`config.mk`:
```
export PLATFORM = sky130hd
export DESIGN_NAME = rcw_ctrl
export DESIGN_NICKNAME = d
export VERILOG_FILES = /design/src/rcw_ctrl.v
export VERILOG_INCLUDE_DIRS = /design/src
export SDC_FILE = /design/constraint.sdc
export NUM_CORES = 1
export LEC_CHECK = 0
export ABC_AREA = 1
export BUFFER_PORTS_ARGS = -buffer_cell sky130_fd_sc_hd__buf_2
export CAP_MARGIN = 20
export CORE_MARGIN = 4
export CORE_UTILIZATION = 60
export CTS_CLUSTER_DIAMETER = 50
export DETAILED_ROUTE_END_ITERATION = 12
export MAX_ROUTING_LAYER = met4
export PLACE_DENSITY = 0.87
export SYNTH_ARGS = -nofsm -noshare
export SYNTH_HDL_FRONTEND = slang
export SYNTH_SLANG_ARGS = --single-unit
```
`constraint.sdc`:
```
create_clock -name sys_clk -period 11.7 [get_ports sys_clk]
set_clock_uncertainty 0.2 [all_clocks]
set_input_delay 2.34 -clock sys_clk [delete_from_list [all_inputs] [get_ports sys_clk]]
set_output_delay 2.34 -clock sys_clk [all_outputs]
set_load 0.02 [all_outputs]
```
`src/rcw_defs.vh`:
```
// rcw_defs.vh: constants of the reset-cause, watchdog and power-save block
//
// Functional notes
// - external pin reset in run: set external flag, clear sw/wdt/idle/sleep
// - software reset in run: set sw flag, clear external/wdt/idle/sleep
// - pin reset in sleep: set external and sleep, clear wdt and idle
// - pin reset in idle: set external and idle, clear wdt and sleep
// - interrupt wake from sleep sets only sleep flag, restart at its vector
// - interrupt wake loads that interrupt's vector into the program counter
// - watchdog counts ticks of the independent low-power rc clock
// - watchdog permanently on when config enable bit is one
// - enabled watchdog counts to overflow; overflow resets only in run
// - with config bit zero, register bit 5 enables the watchdog
// - timeout in sleep or idle wakes, sets wdt flag and state flag
// - power-save instruction operand selects sleep or idle
// - sleep stops cpu, peripheral clocks and oscillator; rc runs if wdt on
// - sleep exits on enabled interrupt, any reset, or watchdog timeout
// - sleep wake holds clock for start-up timer and pll lock
// - fast-class clock sources wake after the power-on delay only
// - low-power crystal kept through sleep wakes after power-on delay only
// - clock dead after delays: trap to fast rc if monitored, else stall
// - idle stops only the cpu clock
// - idle wake reapplies cpu clock at once, wdt wake resumes next instruction
// - interrupt idle wake and non-power-on resets in idle set idle flag
// - non-power-on reset during sleep sets the sleep flag
`ifndef RCW_DEFS_VH
`define RCW_DEFS_VH

// ==========================================================
// register map
`define RCW_RESET_CAUSE_REGISTER_OFF   16'h0740
`define RCW_RESET_CAUSE_REGISTER_RST   16'h0003
`define RCW_RESET_CAUSE_REGISTER_MASK  16'hc0ff
`define RCW_B_TRAP     15
`define RCW_B_IOP      14
`define RCW_B_EXT      7
`define RCW_B_SW       6
`define RCW_B_WATCHDOG_SOFT_ENABLE   5
`define RCW_B_WATCHDOG_TIMEOUT_FLAG     4
`define RCW_B_SLEEP    3
`define RCW_B_IDLE     2
`define RCW_B_BOR      1
`define RCW_B_POR      0

// ==========================================================
// restart addresses and operands
`define RCW_RESET_PC   24'h000000
`define RCW_CFAIL_PC   24'h000004
`define RCW_PS_SLEEP   1'b0
`define RCW_PS_IDLE    1'b1

// ==========================================================
// clock source classes
`define RCW_OSC_FAST   2'd0
`define RCW_OSC_XTAL   2'd1
`define RCW_OSC_PLL    2'd2
`define RCW_OSC_LP     2'd3

// ==========================================================
// timing
`define RCW_CLK_MHZ    250
`define RCW_POWER_ON_DELAY_NS    10000
`define RCW_POR_CYC    ((`RCW_POWER_ON_DELAY_NS * `RCW_CLK_MHZ + 999) / 1000)
`define RCW_POWER_UP_TIMER_US    4000
`define RCW_POWER_UP_TIMER_CYC   (`RCW_POWER_UP_TIMER_US * `RCW_CLK_MHZ)
`define RCW_OST_CYC    1024
`define RCW_LOCK_CYC   512

`endif

```
`src/rcw_ctrl.v`:
```
// rcw_ctrl.v: reset-cause flags, watchdog and sleep/idle clock control
//
// Local design decisions: the strobed register port and the placing of the registers.
`timescale 1ns/1ps
`default_nettype none
`include "rcw_defs.vh"

module rcw_ctrl #(
  parameter WDT_BITS      = 16,
  parameter POWER_UP_TIMER_UNIT_CYC = `RCW_POWER_UP_TIMER_CYC,
  parameter OST_CYC       = `RCW_OST_CYC,
  parameter LOCK_CYC      = `RCW_LOCK_CYC
) (
  input  wire        sys_clk,
  input  wire        sys_rst,
  input  wire [15:0] reg_addr,
  input  wire [15:0] reg_wdata,
  input  wire        reg_wr,
  input  wire        reg_rd,
  output reg  [15:0] reg_rdata,
  input  wire        external_reset_pin_n,
  input  wire        low_power_rc_clock,
  input  wire        watchdog_config_enable,
  input  wire        watchdog_clear_instr,
  input  wire        power_save_instr,
  input  wire        power_save_mode,
  input  wire        sw_reset_req,
  input  wire        brown_out_evt,
  input  wire        trap_conflict_evt,
  input  wire        illegal_op_evt,
  input  wire        irq_wake,
  input  wire [23:0] irq_vector,
  input  wire [23:0] sleep_pc,
  input  wire [1:0]  current_osc_select,
  input  wire [1:0]  osc_source_config,
  input  wire [1:0]  power_up_sel,
  input  wire        low_power_crystal_kept,
  input  wire        osc_running,
  input  wire        pll_lock,
  input  wire        clock_fail_monitor,
  output reg         sys_reset_out,
  output reg         restart_load,
  output reg  [23:0] restart_pc,
  output reg         restart_next,
  output reg         clk_fail_trap,
  output reg         fast_rc_clock_sel,
  output reg         cpu_clk_en,
  output reg         periph_clk_en,
  output reg         osc_en,
  output reg         low_power_rc_en,
  output wire [15:0] reset_cause_register,
  output wire        watchdog_active
);

  // ==========================================================
  // states
  localparam [2:0] ST_BOOT  = 3'd0;
  localparam [2:0] ST_RUN   = 3'd1;
  localparam [2:0] ST_SLEEP = 3'd2;
  localparam [2:0] ST_IDLE  = 3'd3;
  localparam [2:0] ST_DELAY = 3'd4;
  localparam [2:0] ST_STALL = 3'd5;

  // counts are worked out as integers, then cut to the delay width
  localparam integer POR_I  = `RCW_POR_CYC;
  localparam integer POWER_UP_TIMER_I = POWER_UP_TIMER_UNIT_CYC;
  localparam integer OST_I  = OST_CYC;
  localparam integer LOCK_I = LOCK_CYC;
  localparam [25:0] POR_C  = POR_I[25:0];
  localparam [25:0] POWER_UP_TIMER_C = POWER_UP_TIMER_I[25:0];
  localparam [25:0] OST_C  = OST_I[25:0];
  localparam [25:0] LOCK_C = LOCK_I[25:0];
  localparam [1:0]  PIN_RST = 2'b01;

  // ==========================================================
  // pin filters: bit 0 reset pin, bit 1 low-power rc clock
  wire [1:0] pins_in = {low_power_rc_clock, external_reset_pin_n};
  reg  [1:0] sy1_r;
  reg  [1:0] sy2_r;
  reg  [1:0] sy3_r;
  reg  [1:0] pin_r;
  reg  [1:0] pin_d_r;

  // a level counts only once stages two and three agree, which also
  // swallows single-sample glitches on the reset pin
  genvar gi;
  generate
    for (gi = 0; gi < 2; gi = gi + 1) begin : g_pin
      always @(posedge sys_clk or posedge sys_rst) begin
        if (sys_rst) begin
          sy1_r[gi]   <= PIN_RST[gi];
          sy2_r[gi]   <= PIN_RST[gi];
          sy3_r[gi]   <= PIN_RST[gi];
          pin_r[gi]   <= PIN_RST[gi];
          pin_d_r[gi] <= PIN_RST[gi];
        end else begin
          sy1_r[gi] <= pins_in[gi];
          sy2_r[gi] <= sy1_r[gi];
          sy3_r[gi] <= sy2_r[gi];
          if (sy2_r[gi] == sy3_r[gi]) begin
            pin_r[gi] <= sy3_r[gi];
          end
          pin_d_r[gi] <= pin_r[gi];
        end
      end
    end
  endgenerate

  wire ext_fall = pin_d_r[0] & ~pin_r[0];
  wire pin_low  = ~pin_r[0];
  wire rc_tick  = pin_r[1] & ~pin_d_r[1];

  // ==========================================================
  // state registers
  reg [2:0]          state_r;
  reg [2:0]          state_nxt;
  reg [25:0]         dly_r;
  reg [25:0]         dly_nxt;
  reg [15:0]         flags_r;
  reg [15:0]         flags_nxt;
  reg [WDT_BITS-1:0] wdt_cnt_r;
  reg [WDT_BITS-1:0] wdt_cnt_nxt;
  reg [23:0]         res_pc_r;
  reg [23:0]         res_pc_nxt;
  reg                res_next_r;
  reg                res_next_nxt;
  reg                in_reset_r;
  reg                in_reset_nxt;
  reg                pll_wait_r;
  reg                pll_wait_nxt;
  reg                load_nxt;
  reg [23:0]         pc_nxt;
  reg                next_nxt;
  reg                trap_nxt;
  reg                frc_nxt;

  wire asleep  = (state_r == ST_SLEEP);
  wire idling  = (state_r == ST_IDLE);
  wire running = (state_r == ST_RUN);

  // ==========================================================
  // watchdog
  assign watchdog_active = watchdog_config_enable |
                           flags_r[`RCW_B_WATCHDOG_SOFT_ENABLE];
  wire wdt_counting = running | asleep | idling;
  wire wdt_ovf = watchdog_active & wdt_counting & rc_tick &
                 (&wdt_cnt_r);

  // counting stops outside run and power-save so a wake delay never
  // races a second timeout
  always @* begin
    wdt_cnt_nxt = wdt_cnt_r;
    if (watchdog_clear_instr | ~watchdog_active) begin
      wdt_cnt_nxt = {WDT_BITS{1'b0}};
    end else if (wdt_counting & rc_tick) begin
      wdt_cnt_nxt = wdt_cnt_r + {{(WDT_BITS-1){1'b0}}, 1'b1};
    end
  end

  // ==========================================================
  // reset and wake causes
  wire sw_rst    = running & sw_reset_req;
  wire trap_rst  = running & (trap_conflict_evt | illegal_op_evt);
  wire wdt_rst   = running & wdt_ovf;
  wire any_reset = ext_fall | brown_out_evt | sw_rst | trap_rst | wdt_rst;
  wire wake_irq  = (asleep | idling) & irq_wake;
  wire wake_wdt  = (asleep | idling) & wdt_ovf;

  // flag update; hardware events are applied after the software write
  // so a set in the same cycle as a clear always survives
  always @* begin
    flags_nxt = flags_r;
    if (reg_wr && (reg_addr == `RCW_RESET_CAUSE_REGISTER_OFF)) begin
      flags_nxt = reg_wdata & `RCW_RESET_CAUSE_REGISTER_MASK;
    end
    if (brown_out_evt) begin
      flags_nxt[`RCW_B_POR] = 1'b0;
      flags_nxt[`RCW_B_BOR] = 1'b1;
      if (asleep) begin
        flags_nxt[`RCW_B_SLEEP] = 1'b1;
      end
      if (idling) begin
        flags_nxt[`RCW_B_IDLE] = 1'b1;
      end
    end
    if (ext_fall) begin
      flags_nxt[`RCW_B_EXT]   = 1'b1;
      flags_nxt[`RCW_B_WATCHDOG_TIMEOUT_FLAG]  = 1'b0;
      flags_nxt[`RCW_B_SLEEP] = asleep;
      flags_nxt[`RCW_B_IDLE]  = idling;
      if (!asleep && !idling) begin
        flags_nxt[`RCW_B_SW] = 1'b0;
      end
    end else if (sw_rst) begin
      flags_nxt[`RCW_B_EXT]   = 1'b0;
      flags_nxt[`RCW_B_SW]    = 1'b1;
      flags_nxt[`RCW_B_WATCHDOG_TIMEOUT_FLAG]  = 1'b0;
      flags_nxt[`RCW_B_IDLE]  = 1'b0;
      flags_nxt[`RCW_B_SLEEP] = 1'b0;
    end else if (wdt_rst) begin
      flags_nxt[`RCW_B_EXT]   = 1'b0;
      flags_nxt[`RCW_B_SW]    = 1'b0;
      flags_nxt[`RCW_B_WATCHDOG_TIMEOUT_FLAG]  = 1'b1;
      flags_nxt[`RCW_B_IDLE]  = 1'b0;
      flags_nxt[`RCW_B_SLEEP] = 1'b0;
    end
    if (!ext_fall && (wake_wdt || wake_irq)) begin
      if (wake_wdt) begin
        flags_nxt[`RCW_B_WATCHDOG_TIMEOUT_FLAG] = 1'b1;
      end
      if (asleep) begin
        flags_nxt[`RCW_B_SLEEP] = 1'b1;
      end else begin
        flags_nxt[`RCW_B_IDLE] = 1'b1;
      end
    end
    if (running & trap_conflict_evt) begin
      flags_nxt[`RCW_B_TRAP] = 1'b1;
    end
    if (running & illegal_op_evt) begin
      flags_nxt[`RCW_B_IOP] = 1'b1;
    end
  end

  assign reset_cause_register = flags_r;

  // ==========================================================
  // start-up delay of a given clock class
  function [25:0] start_dly;
    input [1:0] cls;
    input       lp_kept;
    input [1:0] power_up_timer_sel;
    reg   [25:0] pw;
    begin
      case (power_up_timer_sel)
        2'd0:    pw = 26'd0;
        2'd1:    pw = POWER_UP_TIMER_C;
        2'd2:    pw = {POWER_UP_TIMER_C[23:0], 2'b00};
        default: pw = {POWER_UP_TIMER_C[21:0], 4'b0000};
      endcase
      if ((cls == `RCW_OSC_FAST) || ((cls == `RCW_OSC_LP) && lp_kept)) begin
        start_dly = POR_C;
      end else if (cls == `RCW_OSC_PLL) begin
        start_dly = POR_C + pw + OST_C + LOCK_C;
      end else begin
        start_dly = POR_C + pw + OST_C;
      end
    end
  endfunction

  // power-on and brown-out restart from the configured source, all
  // other resets from the source that was running
  wire [1:0] rst_cls = brown_out_evt ? osc_source_config
                                     : current_osc_select;
  wire clk_ok = osc_running & (~pll_wait_r | pll_lock);

  // ==========================================================
  // sequencer
  always @* begin
    state_nxt    = state_r;
    dly_nxt      = dly_r;
    res_pc_nxt   = res_pc_r;
    res_next_nxt = res_next_r;
    in_reset_nxt = in_reset_r;
    pll_wait_nxt = pll_wait_r;
    load_nxt     = 1'b0;
    pc_nxt       = restart_pc;
    next_nxt     = restart_next;
    trap_nxt     = 1'b0;
    frc_nxt      = fast_rc_clock_sel;
    case (state_r)
      ST_BOOT: begin
        state_nxt    = ST_DELAY;
        dly_nxt      = start_dly(osc_source_config, 1'b0, power_up_sel);
        pll_wait_nxt = (osc_source_config == `RCW_OSC_PLL);
      end
      ST_RUN: begin
        if (power_save_instr) begin
          state_nxt = (power_save_mode == `RCW_PS_IDLE) ? ST_IDLE
                                                      : ST_SLEEP;
        end
      end
      ST_SLEEP: begin
        if (wake_wdt | wake_irq) begin
          state_nxt    = ST_DELAY;
          in_reset_nxt = 1'b0;
          dly_nxt      = start_dly(current_osc_select,
                                   low_power_crystal_kept, power_up_sel);
          pll_wait_nxt = (current_osc_select == `RCW_OSC_PLL);
          res_pc_nxt   = wake_irq ? irq_vector : sleep_pc;
          res_next_nxt = ~wake_irq;
        end
      end
      ST_IDLE: begin
        if (wake_wdt | wake_irq) begin
          state_nxt = ST_RUN;
          load_nxt  = 1'b1;
          pc_nxt    = wake_irq ? irq_vector : sleep_pc;
          next_nxt  = ~wake_irq;
        end
      end
      ST_DELAY: begin
        if (pin_low && in_reset_r) begin
          dly_nxt = start_dly(rst_cls, 1'b0, power_up_sel);
        end else if (dly_r != 26'd0) begin
          dly_nxt = dly_r - 26'd1;
        end else if (clk_ok) begin
          state_nxt = ST_RUN;
          load_nxt  = 1'b1;
          pc_nxt    = res_pc_r;
          next_nxt  = res_next_r;
        end else if (clock_fail_monitor) begin
          state_nxt = ST_RUN;
          load_nxt  = 1'b1;
          trap_nxt  = 1'b1;
          frc_nxt   = 1'b1;
          pc_nxt    = `RCW_CFAIL_PC;
          next_nxt  = 1'b0;
        end else begin
          state_nxt = ST_STALL;
        end
      end
      ST_STALL: begin
        if (clk_ok) begin
          state_nxt = ST_RUN;
          load_nxt  = 1'b1;
          pc_nxt    = res_pc_r;
          next_nxt  = res_next_r;
        end
      end
      default: begin
        state_nxt = ST_BOOT;
      end
    endcase
    // any reset overrides the above and restarts from address zero
    if (any_reset && (state_r != ST_BOOT)) begin
      state_nxt    = ST_DELAY;
      in_reset_nxt = 1'b1;
      load_nxt     = 1'b0;
      trap_nxt     = 1'b0;
      dly_nxt      = start_dly(rst_cls, 1'b0, power_up_sel);
      pll_wait_nxt = (rst_cls == `RCW_OSC_PLL);
      res_pc_nxt   = `RCW_RESET_PC;
      res_next_nxt = 1'b0;
      if (brown_out_evt) begin
        frc_nxt = 1'b0;
      end
    end else if (load_nxt) begin
      in_reset_nxt = 1'b0;
    end
  end

  // ==========================================================
  // registers
  always @(posedge sys_clk or posedge sys_rst) begin
    if (sys_rst) begin
      state_r           <= ST_BOOT;
      dly_r             <= 26'd0;
      flags_r           <= `RCW_RESET_CAUSE_REGISTER_RST;
      wdt_cnt_r         <= {WDT_BITS{1'b0}};
      res_pc_r          <= `RCW_RESET_PC;
      res_next_r        <= 1'b0;
      in_reset_r        <= 1'b1;
      pll_wait_r        <= 1'b0;
      restart_load      <= 1'b0;
      restart_pc        <= `RCW_RESET_PC;
      restart_next      <= 1'b0;
      clk_fail_trap     <= 1'b0;
      fast_rc_clock_sel <= 1'b0;
      reg_rdata         <= 16'h0000;
    end else begin
      state_r           <= state_nxt;
      dly_r             <= dly_nxt;
      flags_r           <= flags_nxt;
      wdt_cnt_r         <= (any_reset | wake_wdt) ? {WDT_BITS{1'b0}}
                                                  : wdt_cnt_nxt;
      res_pc_r          <= res_pc_nxt;
      res_next_r        <= res_next_nxt;
      in_reset_r        <= in_reset_nxt;
      pll_wait_r        <= pll_wait_nxt;
      restart_load      <= load_nxt;
      restart_pc        <= pc_nxt;
      restart_next      <= next_nxt;
      clk_fail_trap     <= trap_nxt;
      fast_rc_clock_sel <= frc_nxt;
      // unmapped reads return zero
      reg_rdata         <= (reg_rd && (reg_addr == `RCW_RESET_CAUSE_REGISTER_OFF)) ?
                           flags_r : 16'h0000;
    end
  end

  // ==========================================================
  // clock gates, registered from the next state so they switch with it
  always @(posedge sys_clk or posedge sys_rst) begin
    if (sys_rst) begin
      sys_reset_out   <= 1'b1;
      cpu_clk_en      <= 1'b0;
      periph_clk_en   <= 1'b0;
      osc_en          <= 1'b1;
      low_power_rc_en <= 1'b1;
    end else begin
      sys_reset_out   <= in_reset_nxt & (state_nxt != ST_RUN);
      cpu_clk_en      <= (state_nxt == ST_RUN);
      periph_clk_en   <= (state_nxt == ST_RUN) |
                         (state_nxt == ST_IDLE);
      osc_en          <= (state_nxt != ST_SLEEP) |
                         low_power_crystal_kept;
      // rc kept for the watchdog, or for the monitor when not asleep
      low_power_rc_en <= watchdog_active |
                         (clock_fail_monitor &
                          (state_nxt != ST_SLEEP));
    end
  end

endmodule
`default_nettype wire

```
Word-level counts from Yosys, hierarchy flattened
Cells that the tools add are included.
W data, S select, Z words.
- logic and storage cells: 243
- bits in registers: 141
- output and inout port bits: 66
- input port bits: 105
- equality and inequality tests: 25
- muxes and demuxes: 99
- bitwise logic cells: 37
- reductions and logical operators: 34
- $add $sub $neg: 14
- operators by type and width (cell ; number):
    $mux W26 ; 18
    $mux W24 ; 9
    $pmux W24 S3 ; 2
    $add A12 B26 Y26 const A ; 4
    $add A26 B10 Y26 const B ; 4
    $add A26 B11 Y26 const B ; 4
    $mux W16 ; 5
    $pmux W26 S3 ; 1
    $mux W1 ; 42
    $mux W3 ; 13
    $reduce_bool A26 Y1 ; 1
    $sub A26 B1 Y26 const B ; 1
    $pmux W3 S6 ; 1
    $add A16 B1 Y16 const B ; 1
    $and A1 B1 Y1 ; 16
    $eq A16 B11 Y1 const B ; 1
    $or A1 B1 Y1 ; 16
    $reduce_and A16 Y1 ; 1
    $reduce_bool A3 Y1 ; 4
    $eq A2 B2 Y1 const B ; 5
    $reduce_bool A2 Y1 ; 5
    $eq A3 B2 Y1 const B ; 3
    $logic_not A2 Y1 ; 4
    $mux W2 ; 4
    other kinds (22) ; 44

Depth between registers and ports, before layout
- depth in word-level cells: 18
- gate-level depth with buffers: 14
- mapped depth without buffers: 14

Worst setup path before layout
OpenSTA, ideal clock, no wires.
- path type: input -> output
- start point: input port watchdog_config_enable
- end point: output port watchdog_active
- cell stages on the path: 2
- arrival time: 2.830 ns
- buffers on the path: 0
- required time: 9.160 ns
- setup slack: 6.330 ns
- path through: nor2_1 -> inv_1
- word-level cells in the longest chain between the ends: 1
- RTL lines (item ; line ; RTL):
    start, declared ; rcw_ctrl.v:23 ; input wire watchdog_config_enable,
    $or A1 B1 Y1 ; rcw_ctrl.v:143 ; assign watchdog_active = watchdog_config_enable |
    end, declared ; rcw_ctrl.v:52 ; output wire watchdog_active
Every way passes these cells.

Worst setup path after layout
Same ends and word-level chain as after synthesis.

==> reports/metrics.cfg <==
[status]
status = finished clean

[setup_path]
endpoint_kind = primary output
path_max_fanout = 5
startpoint_type = input port
worstSetupPathType = in2out
critPathArrivalTime_ns = 3.11
cp_data_required_time_ns = 9.16

[clocking]
post_cts_buffers = 0
clock_latency_ns = 0.42
hold_buffers = 0
clkTransAtPathRegs_ns = 0.06
cts-htree-levels = 4
root_buffer = clkbuf_16
cts-buffers-inserted = 17
cts_sinks = 135
ctsLongestPathBuffers = 2
post_cts_resized = 0
cts_tree = yes

[placement]
dp_hpwl_um = 15030
place_area_mm2 = 0.008757
io_buffers = 152
place_congestion = 0.9580

[layout]
fin_nets = 1315
fill_cells = 978
drive_gt1_share_pct = 20.51
fin_area_mm2 = 0.009433
area_growth_pct = 17.54
diodes = 0

[global_routing]
grt_pass1_vias = 7279
overflow = 0
grt_max_degree = 87
grt.total_usage_pct = 30.00
antenna_found_initial = 0
grt_pass1_wl_um = 35070

[flow_run]
max_cap_viol_count = 0

[yosys]
synth_edf_count = 0
seq_area_frac_synth_pct = 42.27
post_synth_instance_area_mm2 = 0.008025
synth_ff_type = dfrtp_1
ys_ff_latch = 135
synth.avg_cell_area_um2 = 7.564
ys_types = 46
synthArstFlopShare_pct = 100.0
synth_cells = 1061
yosysWarnings = 0

[sta]
rsz0062_at_grt = false
period_needed_ns = 5.647
setup_tns_ns = 0
fmax_mhz = 177.1
finalCritPeriodShare_pct = 48.27
drv_slew = 0
setup_viol = 0
worst_slew_pin_slew_ns = 1.114
max-slew-margin-rel_pct = 25.73
hold_viol_final = 0

[routing]
wire_per_inst_um = 15.66
vias = 7767
drc = 0
vias_per_cell = 5.604
wl_um = 21700
drtAntennaViolNets = 0
dr.pass1.iters = 6
drt-initial-drc-count = 906

[worst_hold_path]
hp-class = reg2reg

[floorplan]
start_util_pct = 62.33
die_h_um = 123.7
ios = 171
dieArea_mm2 = 0.01529
coreArea_mm2 = 0.01288
die_w_um = 123.7
fp-row-count = 41

[pwr]
p_leak_nw = 4.920
vdd_drop_max_uv = 86.31
p_per_area_mw_per_mm2 = 130.7

registers in the layout, summed over array words and instances (netlist names), 3 cells and up:
| register | flops |
|---|---|
| reset_cause_register | 10 |
| wdt_cnt_r | 16 |
| dly_r | 26 |
| reg_rdata | 10 |
| restart_pc | 24 |
| state_r | 3 |
| res_pc_r | 24 |
layer usage:
layer / global-route usage, % / wire length (µm) / vias to the layer above
li1: - / - / 3678
met1: 38.57 / 8713 / 3626
met2: 46.57 / 10370 / 397
met3: 6.040 / 1975 / 66
met4: 12.80 / 639 / 0
met5: - / 0 / -
final cells by class:
class | count | area (µm²) | area share, %
Multi-Input combinational cell | 745 | 3822 | 40.52
Sequential cell | 135 | 3392 | 35.96
Timing Repair Buffer | 155 | 815.8 | 8.648
Inverter | 147 | 559.3 | 5.929
Clock buffer | 24 | 481.7 | 5.107
Tap cell | 172 | 215.2 | 2.281
Clock inverter | 8 | 146.4 | 1.552
stage by stage:
stage	utilization [%]	hold slack (ns)	power [mW]	instances	worst slack, ns
floorplan	-	0.1312	0.6233	1072	5.567
global placement	68.01	0.1325	0.6643	1352	6.039
detailed placement	68.01	0.1504	0.6686	1352	6.049
CTS	72.89	0.1583	1.233	1384	6.053
global route	73.26	0.1610	1.284	1386	6.011
finish	73.26	0.1578	1.233	1386	6.053
report_power, final:
| group | internal, mW | switching (mW) | total [mW] |
|---|---|---|---|
| clock network | 0.373 | 0.194 | 0.567 |
| logic | 0.0543 | 0.110 | 0.165 |
| registers | 0.485 | 0.0166 | 0.501 |
cells in the final DEF, fill, tap and decap left out, drive strengths merged, types with 2 or more instances in the layout:
cell type / count
nand2: 288
buf: 155
inv: 146
nor2: 125
dfrtp: 124
o21ai: 73
nand3: 71
o22ai: 50
clkbuf: 24
mux2i: 23
a21oi: 19
nand4: 18
xor2: 16
conb: 12
dfstp: 11
ha: 9
nor3: 9
o211ai: 7
xnor2: 6
bufinv: 4
or2: 4
clkinv: 4
nor4: 3
nand3b: 2
a31oi: 2
maj3: 2
a22oi: 2
synth_stat cells (2+ instances only):
| library cell | count | area [µm²] |
|---|---|---|
| mux2i_1 | 23 | 230.2 |
| nor4_1 | 3 | 18.77 |
| o21ai_0 | 44 | 220.2 |
| o21ai_1 | 15 | 75.07 |
| a31oi_1 | 2 | 12.51 |
| nor2_4 | 7 | 78.83 |
| inv_2 | 9 | 33.78 |
| or2_1 | 3 | 18.77 |
| nand3b_1 | 2 | 15.01 |
| ha_1 | 9 | 112.6 |
| xor2_1 | 16 | 140.1 |
| o21ai_2 | 14 | 122.6 |
| a21oi_1 | 19 | 95.09 |
| o22ai_1 | 50 | 312.8 |
| nand2_2 | 8 | 50.05 |
| buf_6 | 5 | 56.30 |
| nand2_4 | 4 | 45.04 |
| dfrtp_1 | 124 | 3103 |
| nand4_1 | 18 | 112.6 |
| nand3_2 | 4 | 40.04 |
| nand3_1 | 66 | 330.3 |
| inv_1 | 136 | 510.5 |
| nor2_2 | 2 | 12.51 |
| xnor2_1 | 6 | 52.55 |
| nand2_1 | 276 | 1036 |
| clkbuf_1 | 5 | 18.77 |
| dfstp_2 | 11 | 289.0 |
| buf_4 | 19 | 142.6 |
| o211ai_1 | 7 | 52.55 |
| nor2_1 | 116 | 435.4 |
| nor3_1 | 8 | 40.04 |
| buf_2 | 15 | 75.07 |
| maj3_1 | 2 | 20.02 |
worst paths after layout:
| path | slack, ns | endpoint | cells past startpoint | from |
|---|---|---|---|---|
| worst max-delay path | 6.05 | watchdog_active | 4 | watchdog_config_enable |
| worst min-delay path | 0.16 | sy2_r[0]$_DFF_PP1_ | 0 | sy1_r[0]$_DFF_PP1_ |
| worst max register to register | 8.20 | restart_pc[15]$_DFFE_PP0P_ | 6 | state_r[2]$_DFF_PP0_ |
| worst min register to register | 0.16 | sy2_r[0]$_DFF_PP1_ | 0 | sy1_r[0]$_DFF_PP1_ |
| max in group asynchronous | 8.52 | sys_reset_out$_DFF_PP1_ | 4 | sys_rst |
| min in group asynchronous | 1.73 | reg_rdata[1]$_DFF_PP0_ | 2 | sys_rst |
critical path: stages:
cell and delay (ns):
buf_2 0.10, nor2_1 0.37, inv_1 0.11, buf_2 0.18
kinds of logic after synthesis:
kind of cell             Yosys count  share of synthesized area [%]
buffers and inverters            192                          10.62
AND/OR/NAND/NOR                  521                          28.48
adder cells (fa/ha/maj)           11                          1.653
AO/OA/AOI/OAI                    156                          11.66
flip-flops                       135                          42.27
multiplexers                      23                          2.869
XOR/XNOR                          22                          2.401
other                              1                        0.04673
No activity file was read; power rests on OpenSTA's default activity.
